### src/mcu_io_pkg.sv
package mcu_io_pkg;

    // ---------------------------------------------------------------
    // data memory locations of the port registers
    // ---------------------------------------------------------------
    localparam logic [7:0] ADDR_L_DATA = 8'hd0;
    localparam logic [7:0] ADDR_L_CFG = 8'hd1;
    localparam logic [7:0] ADDR_L_PIN = 8'hd2;
    localparam logic [7:0] ADDR_G_DATA = 8'hd4;
    localparam logic [7:0] ADDR_G_CFG = 8'hd5;
    localparam logic [7:0] ADDR_G_PIN = 8'hd6;
    localparam logic [7:0] ADDR_I_PIN = 8'hd7;
    localparam logic [7:0] ADDR_C_DATA = 8'hd8;
    localparam logic [7:0] ADDR_C_CFG = 8'hd9;
    localparam logic [7:0] ADDR_C_PIN = 8'hda;
    localparam logic [7:0] ADDR_D_DATA = 8'hdc;

    // ---------------------------------------------------------------
    // reset values and masks
    // ---------------------------------------------------------------
    localparam logic [7:0] REG_RST = 8'h00;
    localparam logic [7:0] PORT_D_RST = 8'hff;
    localparam logic [7:0] G_DATA_READ_MASK = 8'h3f;

    // ---------------------------------------------------------------
    // special port bit positions
    // ---------------------------------------------------------------
    localparam int G_HALT_BIT = 7;
    localparam int G_IDLE_BIT = 6;
    localparam int G_DLY_BIT = 7;
    localparam int G_PHASE_BIT = 6;
    localparam int G_IRQ = 0;
    localparam int G_SUPV = 1;
    localparam int G_TMR1_CAP = 2;
    localparam int G_TMR1_IO = 3;
    localparam int G_SO = 4;
    localparam int G_SHIFT_CLK = 5;
    localparam int G_SI = 6;
    localparam int G_OSC_OUT = 7;

    // ---------------------------------------------------------------
    // wake-up port and input-only port bit positions
    // ---------------------------------------------------------------
    localparam int L_USART_CLK = 1;
    localparam int L_TX = 2;
    localparam int L_RX = 3;
    localparam int L_TMR2_A = 4;
    localparam int L_TMR2_B = 5;
    localparam int L_TMR3_A = 6;
    localparam int L_TMR3_B = 7;
    localparam int I_C1N = 1;
    localparam int I_C1P = 2;
    localparam int I_C1O = 3;
    localparam int I_C2N = 4;
    localparam int I_C2P = 5;
    localparam int I_C2O = 6;

endpackage : mcu_io_pkg

### src/pin_sync.sv
module pin_sync #(
    parameter int WIDTH = 32
) (
    input wire logic mclk,
    input wire logic nrst,
    input wire logic [WIDTH-1:0] pins,
    output logic [WIDTH-1:0] pins_sync
);

    typedef struct packed {
        logic [WIDTH-1:0] meta;
        logic [WIDTH-1:0] sync;
    } sync_t;

    sync_t s_q;
    sync_t s_d;

    // ---------------------------------------------------------------
    // two-stage synchroniser, first stage read only by the second
    // ---------------------------------------------------------------
    always_comb begin
        s_d.meta = pins;
        s_d.sync = s_q.meta;
    end

    always_ff @(posedge mclk or negedge nrst) begin
        if (!nrst) begin
            s_q <= '0;
        end else begin
            s_q <= s_d;
        end
    end

    assign pins_sync = s_q.sync;

endmodule : pin_sync

### src/pin_mode_decode.sv
module pin_mode_decode #(
    parameter int WIDTH = 8
) (
    input wire logic [WIDTH-1:0] cfg,
    input wire logic [WIDTH-1:0] dat,
    input wire logic [WIDTH-1:0] alt_en,
    input wire logic [WIDTH-1:0] alt_val,
    output logic [WIDTH-1:0] pin_out,
    output logic [WIDTH-1:0] pin_oe,
    output logic [WIDTH-1:0] pin_pu
);

    // ---------------------------------------------------------------
    // per-bit setup: hi-z, pull-up input, drive low, drive high
    // ---------------------------------------------------------------
    for (genvar i = 0; i < WIDTH; i++) begin : g_bit
        assign pin_oe[i] = cfg[i];
        assign pin_out[i] = alt_en[i] ? alt_val[i] : dat[i];
        assign pin_pu[i] = ~cfg[i] & dat[i];
    end

endmodule : pin_mode_decode

### src/mcu_io_port_logic.sv
module mcu_io_port_logic
    import mcu_io_pkg::*;
(
    input wire logic mclk,
    input wire logic nrst,
    input wire logic [7:0] cpu_addr,
    input wire logic cpu_wr,
    input wire logic cpu_rd,
    input wire logic [7:0] cpu_wdata,
    output logic [7:0] cpu_rdata,
    input wire logic [7:0] c_in,
    output logic [7:0] c_out,
    output logic [7:0] c_oe,
    output logic [7:0] c_pu,
    input wire logic [7:0] g_in,
    output logic [7:0] g_out,
    output logic [7:0] g_oe,
    output logic [7:0] g_pu,
    input wire logic [7:0] l_in,
    output logic [7:0] l_out,
    output logic [7:0] l_oe,
    output logic [7:0] l_pu,
    input wire logic [7:0] i_in,
    output logic [7:0] d_out,
    input wire logic xtal_option,
    input wire logic osc_clk,
    input wire logic supervisor_error_n,
    input wire logic idle_exit,
    output logic halt_mode,
    output logic idle_mode,
    output logic restart_delay_enable,
    output logic serial_clock_phase_select,
    input wire logic serial_data_out,
    input wire logic serial_clock_drive,
    input wire logic serial_shift_clock,
    input wire logic timer1_io_out,
    input wire logic timer1_io_drive,
    input wire logic usart_tx_pin,
    input wire logic usart_tx_enable,
    input wire logic [1:0] cmp_enable,
    input wire logic cmp_one_result,
    input wire logic cmp_two_result,
    output logic serial_data_in,
    output logic serial_shift_clock_in,
    output logic timer1_io_pin,
    output logic timer1_capture_pin,
    output logic external_irq_pin,
    output logic [7:0] multi_input_wakeup,
    output logic usart_ext_clock,
    output logic usart_rx_pin,
    output logic timer2_input_a,
    output logic timer2_input_b,
    output logic timer3_input_a,
    output logic timer3_input_b,
    output logic [1:0] cmp_one_inputs,
    output logic [1:0] cmp_two_inputs
);

    // ---------------------------------------------------------------
    // state
    // ---------------------------------------------------------------
    typedef struct packed {
        logic [7:0] c_cfg;
        logic [7:0] c_dat;
        logic [7:0] g_cfg;
        logic [7:0] g_dat;
        logic [7:0] l_cfg;
        logic [7:0] l_dat;
        logic [7:0] d_dat;
        logic halt;
        logic idle;
        logic g7_prev;
        logic dly_en;
        logic phase;
        logic [7:0] rdata;
        logic [7:0] c_out;
        logic [7:0] c_oe;
        logic [7:0] c_pu;
        logic [7:0] g_out;
        logic [7:0] g_oe;
        logic [7:0] g_pu;
        logic [7:0] l_out;
        logic [7:0] l_oe;
        logic [7:0] l_pu;
    } state_t;

    localparam state_t STATE_RST = '{d_dat: PORT_D_RST, default: '0};

    state_t s_q;
    state_t s_d;

    logic [7:0] c_sync;
    logic [7:0] g_sync;
    logic [7:0] l_sync;
    logic [7:0] i_sync;
    logic [7:0] c_dout;
    logic [7:0] c_doe;
    logic [7:0] c_dpu;
    logic [7:0] g_dout;
    logic [7:0] g_doe;
    logic [7:0] g_dpu;
    logic [7:0] l_dout;
    logic [7:0] l_doe;
    logic [7:0] l_dpu;
    logic [7:0] g_alt_en;
    logic [7:0] g_alt_val;
    logic [7:0] l_alt_en;
    logic [7:0] l_alt_val;
    logic [7:0] i_read;
    logic halt_wake;
    logic halt_write;
    logic idle_write;

    // ---------------------------------------------------------------
    // pin level synchroniser
    // ---------------------------------------------------------------
    pin_sync #(.WIDTH(32)) u_sync (
        .mclk(mclk),
        .nrst(nrst),
        .pins({i_in, l_in, g_in, c_in}),
        .pins_sync({i_sync, l_sync, g_sync, c_sync})
    );

    // ---------------------------------------------------------------
    // alternate outputs and pin setup decoding
    // ---------------------------------------------------------------
    always_comb begin
        g_alt_en = '0;
        g_alt_val = '0;
        l_alt_en = '0;
        l_alt_val = '0;
        g_alt_en[G_SO] = 1'b1;
        g_alt_val[G_SO] = serial_data_out;
        g_alt_en[G_SHIFT_CLK] = serial_clock_drive;
        g_alt_val[G_SHIFT_CLK] = serial_shift_clock;
        g_alt_en[G_TMR1_IO] = timer1_io_drive;
        g_alt_val[G_TMR1_IO] = timer1_io_out;
        l_alt_en[L_TX] = usart_tx_enable;
        l_alt_val[L_TX] = usart_tx_pin;
    end

    pin_mode_decode #(.WIDTH(8)) u_dec_c (
        .cfg(s_q.c_cfg),
        .dat(s_q.c_dat),
        .alt_en(8'h00),
        .alt_val(8'h00),
        .pin_out(c_dout),
        .pin_oe(c_doe),
        .pin_pu(c_dpu)
    );

    pin_mode_decode #(.WIDTH(8)) u_dec_g (
        .cfg(s_q.g_cfg),
        .dat(s_q.g_dat),
        .alt_en(g_alt_en),
        .alt_val(g_alt_val),
        .pin_out(g_dout),
        .pin_oe(g_doe),
        .pin_pu(g_dpu)
    );

    pin_mode_decode #(.WIDTH(8)) u_dec_l (
        .cfg(s_q.l_cfg),
        .dat(s_q.l_dat),
        .alt_en(l_alt_en),
        .alt_val(l_alt_val),
        .pin_out(l_dout),
        .pin_oe(l_doe),
        .pin_pu(l_dpu)
    );

    // ---------------------------------------------------------------
    // halt, idle and comparator read-back
    // ---------------------------------------------------------------
    assign halt_wake = ~xtal_option & g_sync[G_OSC_OUT] & ~s_q.g7_prev;
    assign halt_write = cpu_wr && cpu_addr == ADDR_G_DATA && cpu_wdata[G_HALT_BIT];
    assign idle_write = cpu_wr && cpu_addr == ADDR_G_DATA && cpu_wdata[G_IDLE_BIT];

    always_comb begin
        i_read = i_sync;
        if (cmp_enable[0]) begin
            i_read[I_C1O] = cmp_one_result;
        end
        if (cmp_enable[1]) begin
            i_read[I_C2O] = cmp_two_result;
        end
    end

    // ---------------------------------------------------------------
    // next state
    // ---------------------------------------------------------------
    always_comb begin
        s_d = s_q;
        if (cpu_wr) begin
            unique case (cpu_addr)
                ADDR_C_DATA: s_d.c_dat = cpu_wdata;
                ADDR_C_CFG: s_d.c_cfg = cpu_wdata;
                ADDR_G_DATA: s_d.g_dat = cpu_wdata;
                ADDR_G_CFG: s_d.g_cfg = cpu_wdata;
                ADDR_L_DATA: s_d.l_dat = cpu_wdata;
                ADDR_L_CFG: s_d.l_cfg = cpu_wdata;
                ADDR_D_DATA: s_d.d_dat = cpu_wdata;
                default: ;
            endcase
        end
        if (cpu_rd) begin
            unique case (cpu_addr)
                ADDR_C_DATA: s_d.rdata = s_q.c_dat;
                ADDR_C_CFG: s_d.rdata = s_q.c_cfg;
                ADDR_C_PIN: s_d.rdata = c_sync;
                ADDR_G_DATA: s_d.rdata = s_q.g_dat & G_DATA_READ_MASK;
                ADDR_G_CFG: s_d.rdata = s_q.g_cfg;
                ADDR_G_PIN: s_d.rdata = g_sync;
                ADDR_L_DATA: s_d.rdata = s_q.l_dat;
                ADDR_L_CFG: s_d.rdata = s_q.l_cfg;
                ADDR_L_PIN: s_d.rdata = l_sync;
                ADDR_I_PIN: s_d.rdata = i_read;
                ADDR_D_DATA: s_d.rdata = s_q.d_dat;
                default: s_d.rdata = REG_RST;
            endcase
        end
        s_d.g7_prev = g_sync[G_OSC_OUT];
        if (halt_wake) begin
            s_d.halt = 1'b0;
        end
        if (halt_write) begin
            s_d.halt = 1'b1;
        end
        if (idle_exit) begin
            s_d.idle = 1'b0;
        end
        if (idle_write) begin
            s_d.idle = 1'b1;
        end
        s_d.phase = s_q.g_cfg[G_PHASE_BIT];
        s_d.dly_en = s_q.g_cfg[G_DLY_BIT] & ~xtal_option;
        s_d.c_out = c_dout;
        s_d.c_oe = c_doe;
        s_d.c_pu = c_dpu;
        s_d.l_out = l_dout;
        s_d.l_oe = l_doe;
        s_d.l_pu = l_dpu;
        s_d.g_out = g_dout;
        s_d.g_oe = g_doe;
        s_d.g_pu = g_dpu;
        // supervisor error: active low, otherwise released
        s_d.g_out[G_SUPV] = 1'b0;
        s_d.g_oe[G_SUPV] = ~supervisor_error_n;
        s_d.g_pu[G_SUPV] = 1'b0;
        s_d.g_out[G_SI] = 1'b0;
        s_d.g_oe[G_SI] = 1'b0;
        s_d.g_pu[G_SI] = 1'b0;
        s_d.g_out[G_OSC_OUT] = xtal_option & osc_clk;
        s_d.g_oe[G_OSC_OUT] = xtal_option;
        s_d.g_pu[G_OSC_OUT] = 1'b0;
    end

    always_ff @(posedge mclk or negedge nrst) begin
        if (!nrst) begin
            s_q <= STATE_RST;
        end else begin
            s_q <= s_d;
        end
    end

    // ---------------------------------------------------------------
    // outputs
    // ---------------------------------------------------------------
    assign cpu_rdata = s_q.rdata;
    assign c_out = s_q.c_out;
    assign c_oe = s_q.c_oe;
    assign c_pu = s_q.c_pu;
    assign g_out = s_q.g_out;
    assign g_oe = s_q.g_oe;
    assign g_pu = s_q.g_pu;
    assign l_out = s_q.l_out;
    assign l_oe = s_q.l_oe;
    assign l_pu = s_q.l_pu;
    assign d_out = s_q.d_dat;
    assign halt_mode = s_q.halt;
    assign idle_mode = s_q.idle;
    assign restart_delay_enable = s_q.dly_en;
    assign serial_clock_phase_select = s_q.phase;
    assign serial_data_in = g_sync[G_SI];
    assign serial_shift_clock_in = g_sync[G_SHIFT_CLK];
    assign timer1_io_pin = g_sync[G_TMR1_IO];
    assign timer1_capture_pin = g_sync[G_TMR1_CAP];
    assign external_irq_pin = g_sync[G_IRQ];
    assign multi_input_wakeup = l_sync;
    assign usart_ext_clock = l_sync[L_USART_CLK];
    assign usart_rx_pin = l_sync[L_RX];
    assign timer2_input_a = l_sync[L_TMR2_A];
    assign timer2_input_b = l_sync[L_TMR2_B];
    assign timer3_input_a = l_sync[L_TMR3_A];
    assign timer3_input_b = l_sync[L_TMR3_B];
    assign cmp_one_inputs = {i_sync[I_C1P], i_sync[I_C1N]};
    assign cmp_two_inputs = {i_sync[I_C2P], i_sync[I_C2N]};
endmodule : mcu_io_port_logic

### config.mk
export PLATFORM = sky130hd
export DESIGN_NAME = mcu_io_port_logic
export DESIGN_NICKNAME = d
export VERILOG_FILES = /design/src/mcu_io_pkg.sv /design/src/pin_sync.sv /design/src/pin_mode_decode.sv /design/src/mcu_io_port_logic.sv
export SDC_FILE = /design/constraint.sdc
export NUM_CORES = 1
export LEC_CHECK = 0
export BUFFER_PORTS_ARGS = -buffer_cell sky130_fd_sc_hd__buf_2
export CORE_MARGIN = 2
export CORE_UTILIZATION = 49
export DETAILED_ROUTE_END_ITERATION = 6
export PLACE_DENSITY = 0.77
export SLEW_MARGIN = 20
export SYNTH_ARGS = -nofsm -noshare
export SYNTH_HDL_FRONTEND = slang
export SYNTH_HIERARCHICAL = 1
export SYNTH_SLANG_ARGS = --single-unit
### constraint.sdc
create_clock -name mclk -period 1.5 [get_ports mclk]
set_input_delay 0.15 -clock mclk [delete_from_list [all_inputs] [get_ports mclk]]
set_output_delay 0.15 -clock mclk [all_outputs]
set_load 0.01 [all_outputs]
* Word level (Yosys, flattened, before mapping)
Index checks and enable logic that the tools add are counted.
** Operators by class
- Reductions and logical operators :: 12
- Mux-type cells :: 10
- Eq/ne operators :: 11
- Bitwise operators :: 49
** Operator list (number)
- 8-bit == test (second input constant) :: 11
- 8-bit one-hot mux with 11 select lines :: 1
- 1-bit bitwise AND :: 25
- 1-bit NOT :: 24
- 2-bit AND reduction :: 7
- 1-bit 2-to-1 mux :: 9
- 2-bit nonzero test :: 2
- 1-bit logical AND :: 3
** Word-level totals
- Output and inout port bits :: 115
- Word-level logic and storage cells :: 106
- Register bits :: 197
- Input bits :: 67

* Logic depth before layout (Yosys ltp)
Gate-level depths: netlist of the first run.
- Word-level depth :: 5
- Mapped depth :: 7
- Gate-level depth less buffers :: 5

* By module
Netlist of the first run, hierarchy kept.
** By module, submodules not included
- mcu_io_port_logic :: seq. area each 3388.2 um2, cells an instance 464, times used 1, area an instance 5925.7 um2
- pin_sync :: seq. area each 1601.5 um2, cells an instance 64, times used 1, area an instance 1601.5 um2
- pin_mode_decode :: seq. area each 0.0 um2, cells an instance 24, times used 3, area an instance 230.2 um2

* Least setup slack after synthesis of the first run
OpenSTA, ideal clock, no wires.
- Path kind :: input to register
- Start :: in cpu_addr[1]
- End :: reg s_q[101] (netlist name)
- Library setup time :: 125 ps
- Required time :: 1375 ps
- Data arrival time :: 1292 ps
- Setup slack :: 83 ps
- Stages on the path :: 6
- Path buffers :: 1
- Cell sequence :: buf_2 nand2b_4 nor2_4 nand2_2 nor3_4 mux2_2
** Between the ends
- Word-level cells in the longest chain between the ends :: 2
** RTL lines
- from (decl) :: RTL line mcu_io_port_logic.sv:6 : input wire logic [7:0] cpu_addr,
- 8-bit == test :: RTL line mcu_io_port_logic.sv:195 : unique case (cpu_addr)
- 2-bit AND reduction (no source line)
- to (signal assigned) :: RTL line mcu_io_port_logic.sv:260 : s_q <= STATE_RST;
- to (signal assigned) :: RTL line mcu_io_port_logic.sv:262 : s_q <= s_d;
- to (decl) :: RTL line mcu_io_port_logic.sv:89 : state_t s_q;
Every way passes these cells.
A chain may end at the register's enable or synchronous reset.

* Worst setup path after layout of the first run
- Start :: reg s_q[126] (netlist name)
- End :: reg s_q, in the netlist cpu_rdata[1]
** Between the ends
- Word-level cells in the longest chain between the ends :: 1
** RTL lines
- 8-bit one-hot mux with 11 select lines :: RTL line mcu_io_port_logic.sv:207 : unique case (cpu_addr)
Every way passes these cells.

==> impl_metrics.tcl, run 1 <==
set metrics [dict create \
    drv_slew 0 \
    antenna_cells 0 \
    cts-root-buf "clkbuf_16" \
    path_clk_slew_ns 0.07 \
    path_max_fanout 2 \
    area_delta_synth_final_pct 24.38 \
    rsz0062_at_grt "true" \
    antenna_found_initial 0 \
    floorplan.rows 46 \
    min_period_ns 1.499 \
    cp.arrival_ns 1.81 \
    cp-start-kind "flop" \
    multi_input_area_mm2 0.002328 \
    die_w_um 132.3 \
    num_vias 5198 \
    drt-pass1-iter-count 6 \
    final_util_pct 62.68 \
    criticalPathCategory "reg2reg" \
    grt_pass1_wl_um 29920 \
    clock_sinks 197 \
    path_delay_family "multiplexers" \
    gp_congestion 0.9586 \
    placed_cell_area_mm2 0.008910 \
    final_area_mm2 0.01003 \
    cts_made_buffers 17 \
    hold_path.class "in2reg" \
    cts_buffer_depth 2 \
    tritoncts "done" \
    synth.avg_cell_area_um2 13.81 \
    port_buffers 175 \
    antenna_left 0 \
    seqCellArea_mm2 0.004940 \
    grt_pass1_vias 5443 \
    ir_drop_mv 0.9720 \
    path_buf_inv 0 \
    finalHoldViolCount 0 \
    dpl.cell_count 938 \
    endpoint_kind "flop" \
    final_cell_mix "189 x dfrtp_1, 174 x buf_2, 53 x buf_4" \
    p_leak_nw 5.211 \
    grt_usage_pct 22.40 \
    finalSetupViolCount 0 \
    layoutNonFillerInstCount 1022 \
    critPathRequiredTime_ns 1.81 \
    power_density_mw_per_mm2 1111 \
    grt_overflow 0 \
    place_hpwl_um 13620 \
    clk_latency_ns 0.43 \
    drc 0 \
    yosys_warnings 6 \
    syn_inst 584 \
    htreeDepth 4 \
    routedWlPerCell_um 18.48 \
    cp_slowest_cell "mux4_2" \
    final_common_cell "dfrtp_1" \
    die-area_mm2 0.01750 \
    drive_above_1_share_pct 45.91 \
    avgViaCountPerCell 5.086 \
    finalPower_w 0.01114 \
    crit_top_cell "a211oi_2" \
    io_pins 182 \
    grt_max_degree 46 \
    wl_um 18890 \
    fillCellCount 1211 \
    status "finished clean" \
    nets 860 \
    netlist_area_mm2 0.008063 \
    die_h_um 132.3 \
    fmax_mhz 667.2 \
    start_util_pct 50.39 \
    critPathMaxStageDelay_ns 0.48 \
    core_area_mm2 0.01600 \
    period_share_pct 99.92 \
    path_cells "mux4_2, nor2_2, a211oi_2, a211oi_2, o2bb2ai_1" \
    finalClockSkew_ns 0.008617 \
    drt_iter0_drc 455 \
    cap_violations 0 \
]
==> what timing repair did <==
action,4_1_cts,5_1_grt
hold endpoints to repair,84,0
endpoints found under the setup margin,3,5
buffers inserted,0,3
gates resized for setup,2,11
pin swaps,1,10
hold buffers,49,0
==> registers in the layout, indices dropped and copies added (netlist names), 5 cells and up <==
register          flops
u_sync/pins_sync     32
u_sync/s_d           32
l_oe                  8
g_pu                  5
s_q                  46
c_out                 8
d_out                 8
cpu_rdata             8
c_pu                  8
l_out                 8
g_out                 6
g_oe                  7
l_pu                  8
c_oe                  8
==> final cells by class <==
type	count	share of cell area (%)
multi-input cells	290	23.22
inverters	3	0.1123
flip-flops and latches	197	49.26
repair buffers	284	19.08
clock buffers	19	4.417
clock inverters	13	1.223
well taps	216	2.695
==> path summary, 6_finish.rpt <==
path | startpoint | endpoint | slack, ns | cells after the start
setup / recovery | s_q[126]$_DFFE_PN0P_ | cpu_rdata[1]$_DFFE_PN0P_ | 0.001 | 5
hold / removal | cpu_wdata[2] | s_q[111]$_DFFE_PN0N_ | 0.02 | 3
setup reg to reg | s_q[126]$_DFFE_PN0P_ | cpu_rdata[1]$_DFFE_PN0P_ | 0.001 | 5
hold reg to reg | u_sync/s_d[31]$_DFF_PN0_ | u_sync/pins_sync[31]$_DFF_PN0_ | 0.35 | 0
max in group asynchronous | nrst | d_out[7]$_DFFE_PN1P_ | 0.65 | 3
min in group asynchronous | nrst | restart_delay_enable$_DFF_PN0_ | 0.23 | 2
==> routing by layer <==
metal  GRT usage, %  routed length (um)  vias up
met5              0                   0        -
met4          9.319                 684        0
met3          5.767                1469       52
met2          37.30                9284      293
met1          28.00                7447     2586
li1               -                   -     2267
==> worst min-delay path: cells and delay by family <==
family	cells	cell delay (ns)
buffers and inverters	1	0.14
AND/OR/NAND/NOR	2	0.11
==> power by group <==
part / total, W / switching [W] / leakage [nW] / internal (W)
logic: 0.00106 / 0.000537 / 2.41 / 0.000527
registers: 0.00571 / 0.000142 / 2.53 / 0.00556
clock network: 0.00437 / 0.00201 / 0.272 / 0.00236
==> stage by stage <==
stage           TNS, ns  hold WS [ns]  setup WS (ns)
2_1_floorplan         0       -0.1456        0.08304
3_3_place_gp     -4.991        0.1191        -0.2103
3_5_place_dp     -6.641        0.1275        -0.2665
4_1_cts               0      0.001689       0.003843
5_1_grt        -0.07516       0.02407       -0.05154
6_report              0       0.01730       0.001142
No activity file was read; power rests on OpenSTA's default activity.
==> run 2: changes to the inputs <==
--- a/config.mk
+++ b/config.mk
@@ -9,7 +9,8 @@
 export CORE_MARGIN = 2
 export CORE_UTILIZATION = 49
 export DETAILED_ROUTE_END_ITERATION = 6
-export PLACE_DENSITY = 0.77
+export GPL_TIMING_DRIVEN = 0
+export PLACE_DENSITY = 0.78
 export SLEW_MARGIN = 20
 export SYNTH_ARGS = -nofsm -noshare
 export SYNTH_HDL_FRONTEND = slang
==> impl_metrics.tcl, run 2 (synthesis gave the netlist of run 1 again) <==
set metrics [dict create \
    status "finished clean" \
    core_area_mm2 0.01600 \
    path_clk_slew_ns 0.07 \
    num_vias 5201 \
    worstMarginPinSlew_ns 0.7218 \
    critPathRequiredTime_ns 1.81 \
    avgViaCountPerCell 4.737 \
    pwr-share-clk_pct 38.6 \
    finalClockSkew_ns 0.007261 \
    tritoncts "done" \
    power_density_mw_per_mm2 1066 \
    antenna_left 0 \
    critPathMaxStageDelay_ns 0.40 \
    gp_congestion 0.8805 \
    clk_latency_ns 0.43 \
    cp-start-kind "flop" \
    die-area_mm2 0.01750 \
    drt-pass1-iter-count 5 \
    swShare_pct 23.36 \
    criticalPathCategory "reg2reg" \
    cap_violations 0 \
    largest_reg_flops 46 \
    io_pins 182 \
    place_hpwl_um 12130 \
    drc 0 \
    clock_sinks 197 \
    htreeDepth 4 \
    antenna_found_initial 0 \
    finalSetupViolCount 0 \
    timing.final.ws_setup_ns 0.02869 \
    cts-root-buf "clkbuf_16" \
    start_util_pct 50.39 \
    power_frac_comb_pct 10.4 \
    path_buf_inv 0 \
    path_delay_family "compound AO/OA/AOI/OAI gates" \
    die_h_um 132.3 \
    cp.arrival_ns 1.78 \
    regMostFlops "s_q" \
    final_cell_mix "189 x dfrtp_1, 181 x buf_2, 123 x buf_4" \
    hold_slack_ns 0.02859 \
    relSlewSlack_pct 51.88 \
    rsz0062_at_grt "true" \
    routedWlPerCell_um 16.41 \
    p_leak_nw 5.592 \
    period_share_pct 98.09 \
    finalPower_w 0.01121 \
    path_cells "mux2_2, a22o_1, a22o_1, a41oi_2, o2bb2ai_1" \
    crit_top_cell "a22o_1" \
    seqPwrFrac_pct 50.9 \
    hold_path.class "in2reg" \
    finalSetupTns_ns 0 \
    dp_slack_ns -0.4810 \
    die_w_um 132.3 \
    drv_slew 0 \
    grt_max_degree 103 \
    ir_drop_mv 0.7735 \
    finalHoldViolCount 0 \
    grt_overflow 0 \
    intPower_w 0.008589 \
    min_period_ns 1.471 \
    cts_buffer_depth 2 \
    grt_pass1_vias 5348 \
    nets 936 \
    power.switching_w 0.002617 \
    cp_slowest_cell "dfrtp_1" \
    port_buffers 172 \
    area_delta_synth_final_pct 30.35 \
    fmax_mhz 679.7 \
    cts_made_buffers 17 \
    floorplan.rows 46 \
    endpoint_kind "flop" \
    wl_um 18020 \
    final_common_cell "dfrtp_1" \
    grt_pass1_wl_um 28850 \
    drt_iter0_drc 457 \
    drive_above_1_share_pct 49.43 \
    path_max_fanout 3 \
    grt_usage_pct 21.70 \
    antenna_cells 0 \
]
[run 2: cell count changes in the layout (fill, tap and decap cells not counted), moves of 2 or more]
cell and change:
buf_4 +70, buf_2 +7, buf_12 -6, clkbuf_1 +4, clkinv_2 -2, nor2_1 +2
[run 2: path summary, 6_finish.rpt]
path,slack (ns),from,endpoint,depth (start not counted)
max in group asynchronous,0.27,nrst,d_out[1]$_DFFE_PN1P_,3
setup / recovery,0.03,s_q[131]$_DFFE_PN0P_,cpu_rdata[6]$_DFFE_PN0P_,5
hold / removal,0.03,cpu_wdata[6],idle_mode$_DFFE_PN0P_,3
hold reg to reg,0.35,u_sync/s_d[25]$_DFF_PN0_,u_sync/pins_sync[25]$_DFF_PN0_,0
min in group asynchronous,0.31,nrst,u_sync/pins_sync[15]$_DFF_PN0_,2
setup reg to reg,0.03,s_q[131]$_DFFE_PN0P_,cpu_rdata[6]$_DFFE_PN0P_,5
[run 2: timing repair]
action	in CTS	in global routing
gates resized for setup	3	5
setup buffers	1	3
pin swaps	0	3
hold buffers	50	0
endpoints found under the setup margin	10	13
hold endpoints to repair	141	0
[run 2: layout make-up]
class	instances	area, um2
inverter	3	11.26
sequential	197	4940
buffer	133	969.7
clock buffer	22	464.2
timing repair buffer	227	1441
fill	1237	5490
tap	216	270.3
multi-input combinational	290	2313
clock inverter	10	100.1
[run 2: layer usage]
metal | GRT usage (%) | share of wire, %
met4 | 9.200 | 2.5
met1 | 26.85 | 40
met5 | 0 | 0
met2 | 36.28 | 50
met3 | 5.690 | 7.4
[run 2: power groups by stage]
stage | sequential (W) | combinational (W) | clock, W
finish | 0.00571 | 0.00117 | 0.00433
floorplan | 0.00577 | 0.000605 | 0
detailed placement | 0.00581 | 0.00105 | 0
CTS | 0.00571 | 0.00116 | 0.00441
global placement | 0.00580 | 0.00102 | 0
global route | 0.00573 | 0.00127 | 0.00463
[run 2: worst register-to-register path, cell delays in order, from the launching register on]
cell and delay (ns):
dfrtp_1 0.40, mux2_2 0.27, a22o_1 0.19, a22o_1 0.26, a41oi_2 0.15, o2bb2ai_1 0.08
[run 2: stage by stage]
step / util, % / cells / area [um2]
after floorplan: - / 623 / 8209
after global placement: 58.38 / 1011 / 9340
after detailed placement: 58.61 / 1012 / 9378
after CTS: 65.37 / 1095 / 10460
after global routing: 65.69 / 1098 / 10510
final: 65.69 / 1098 / 10510
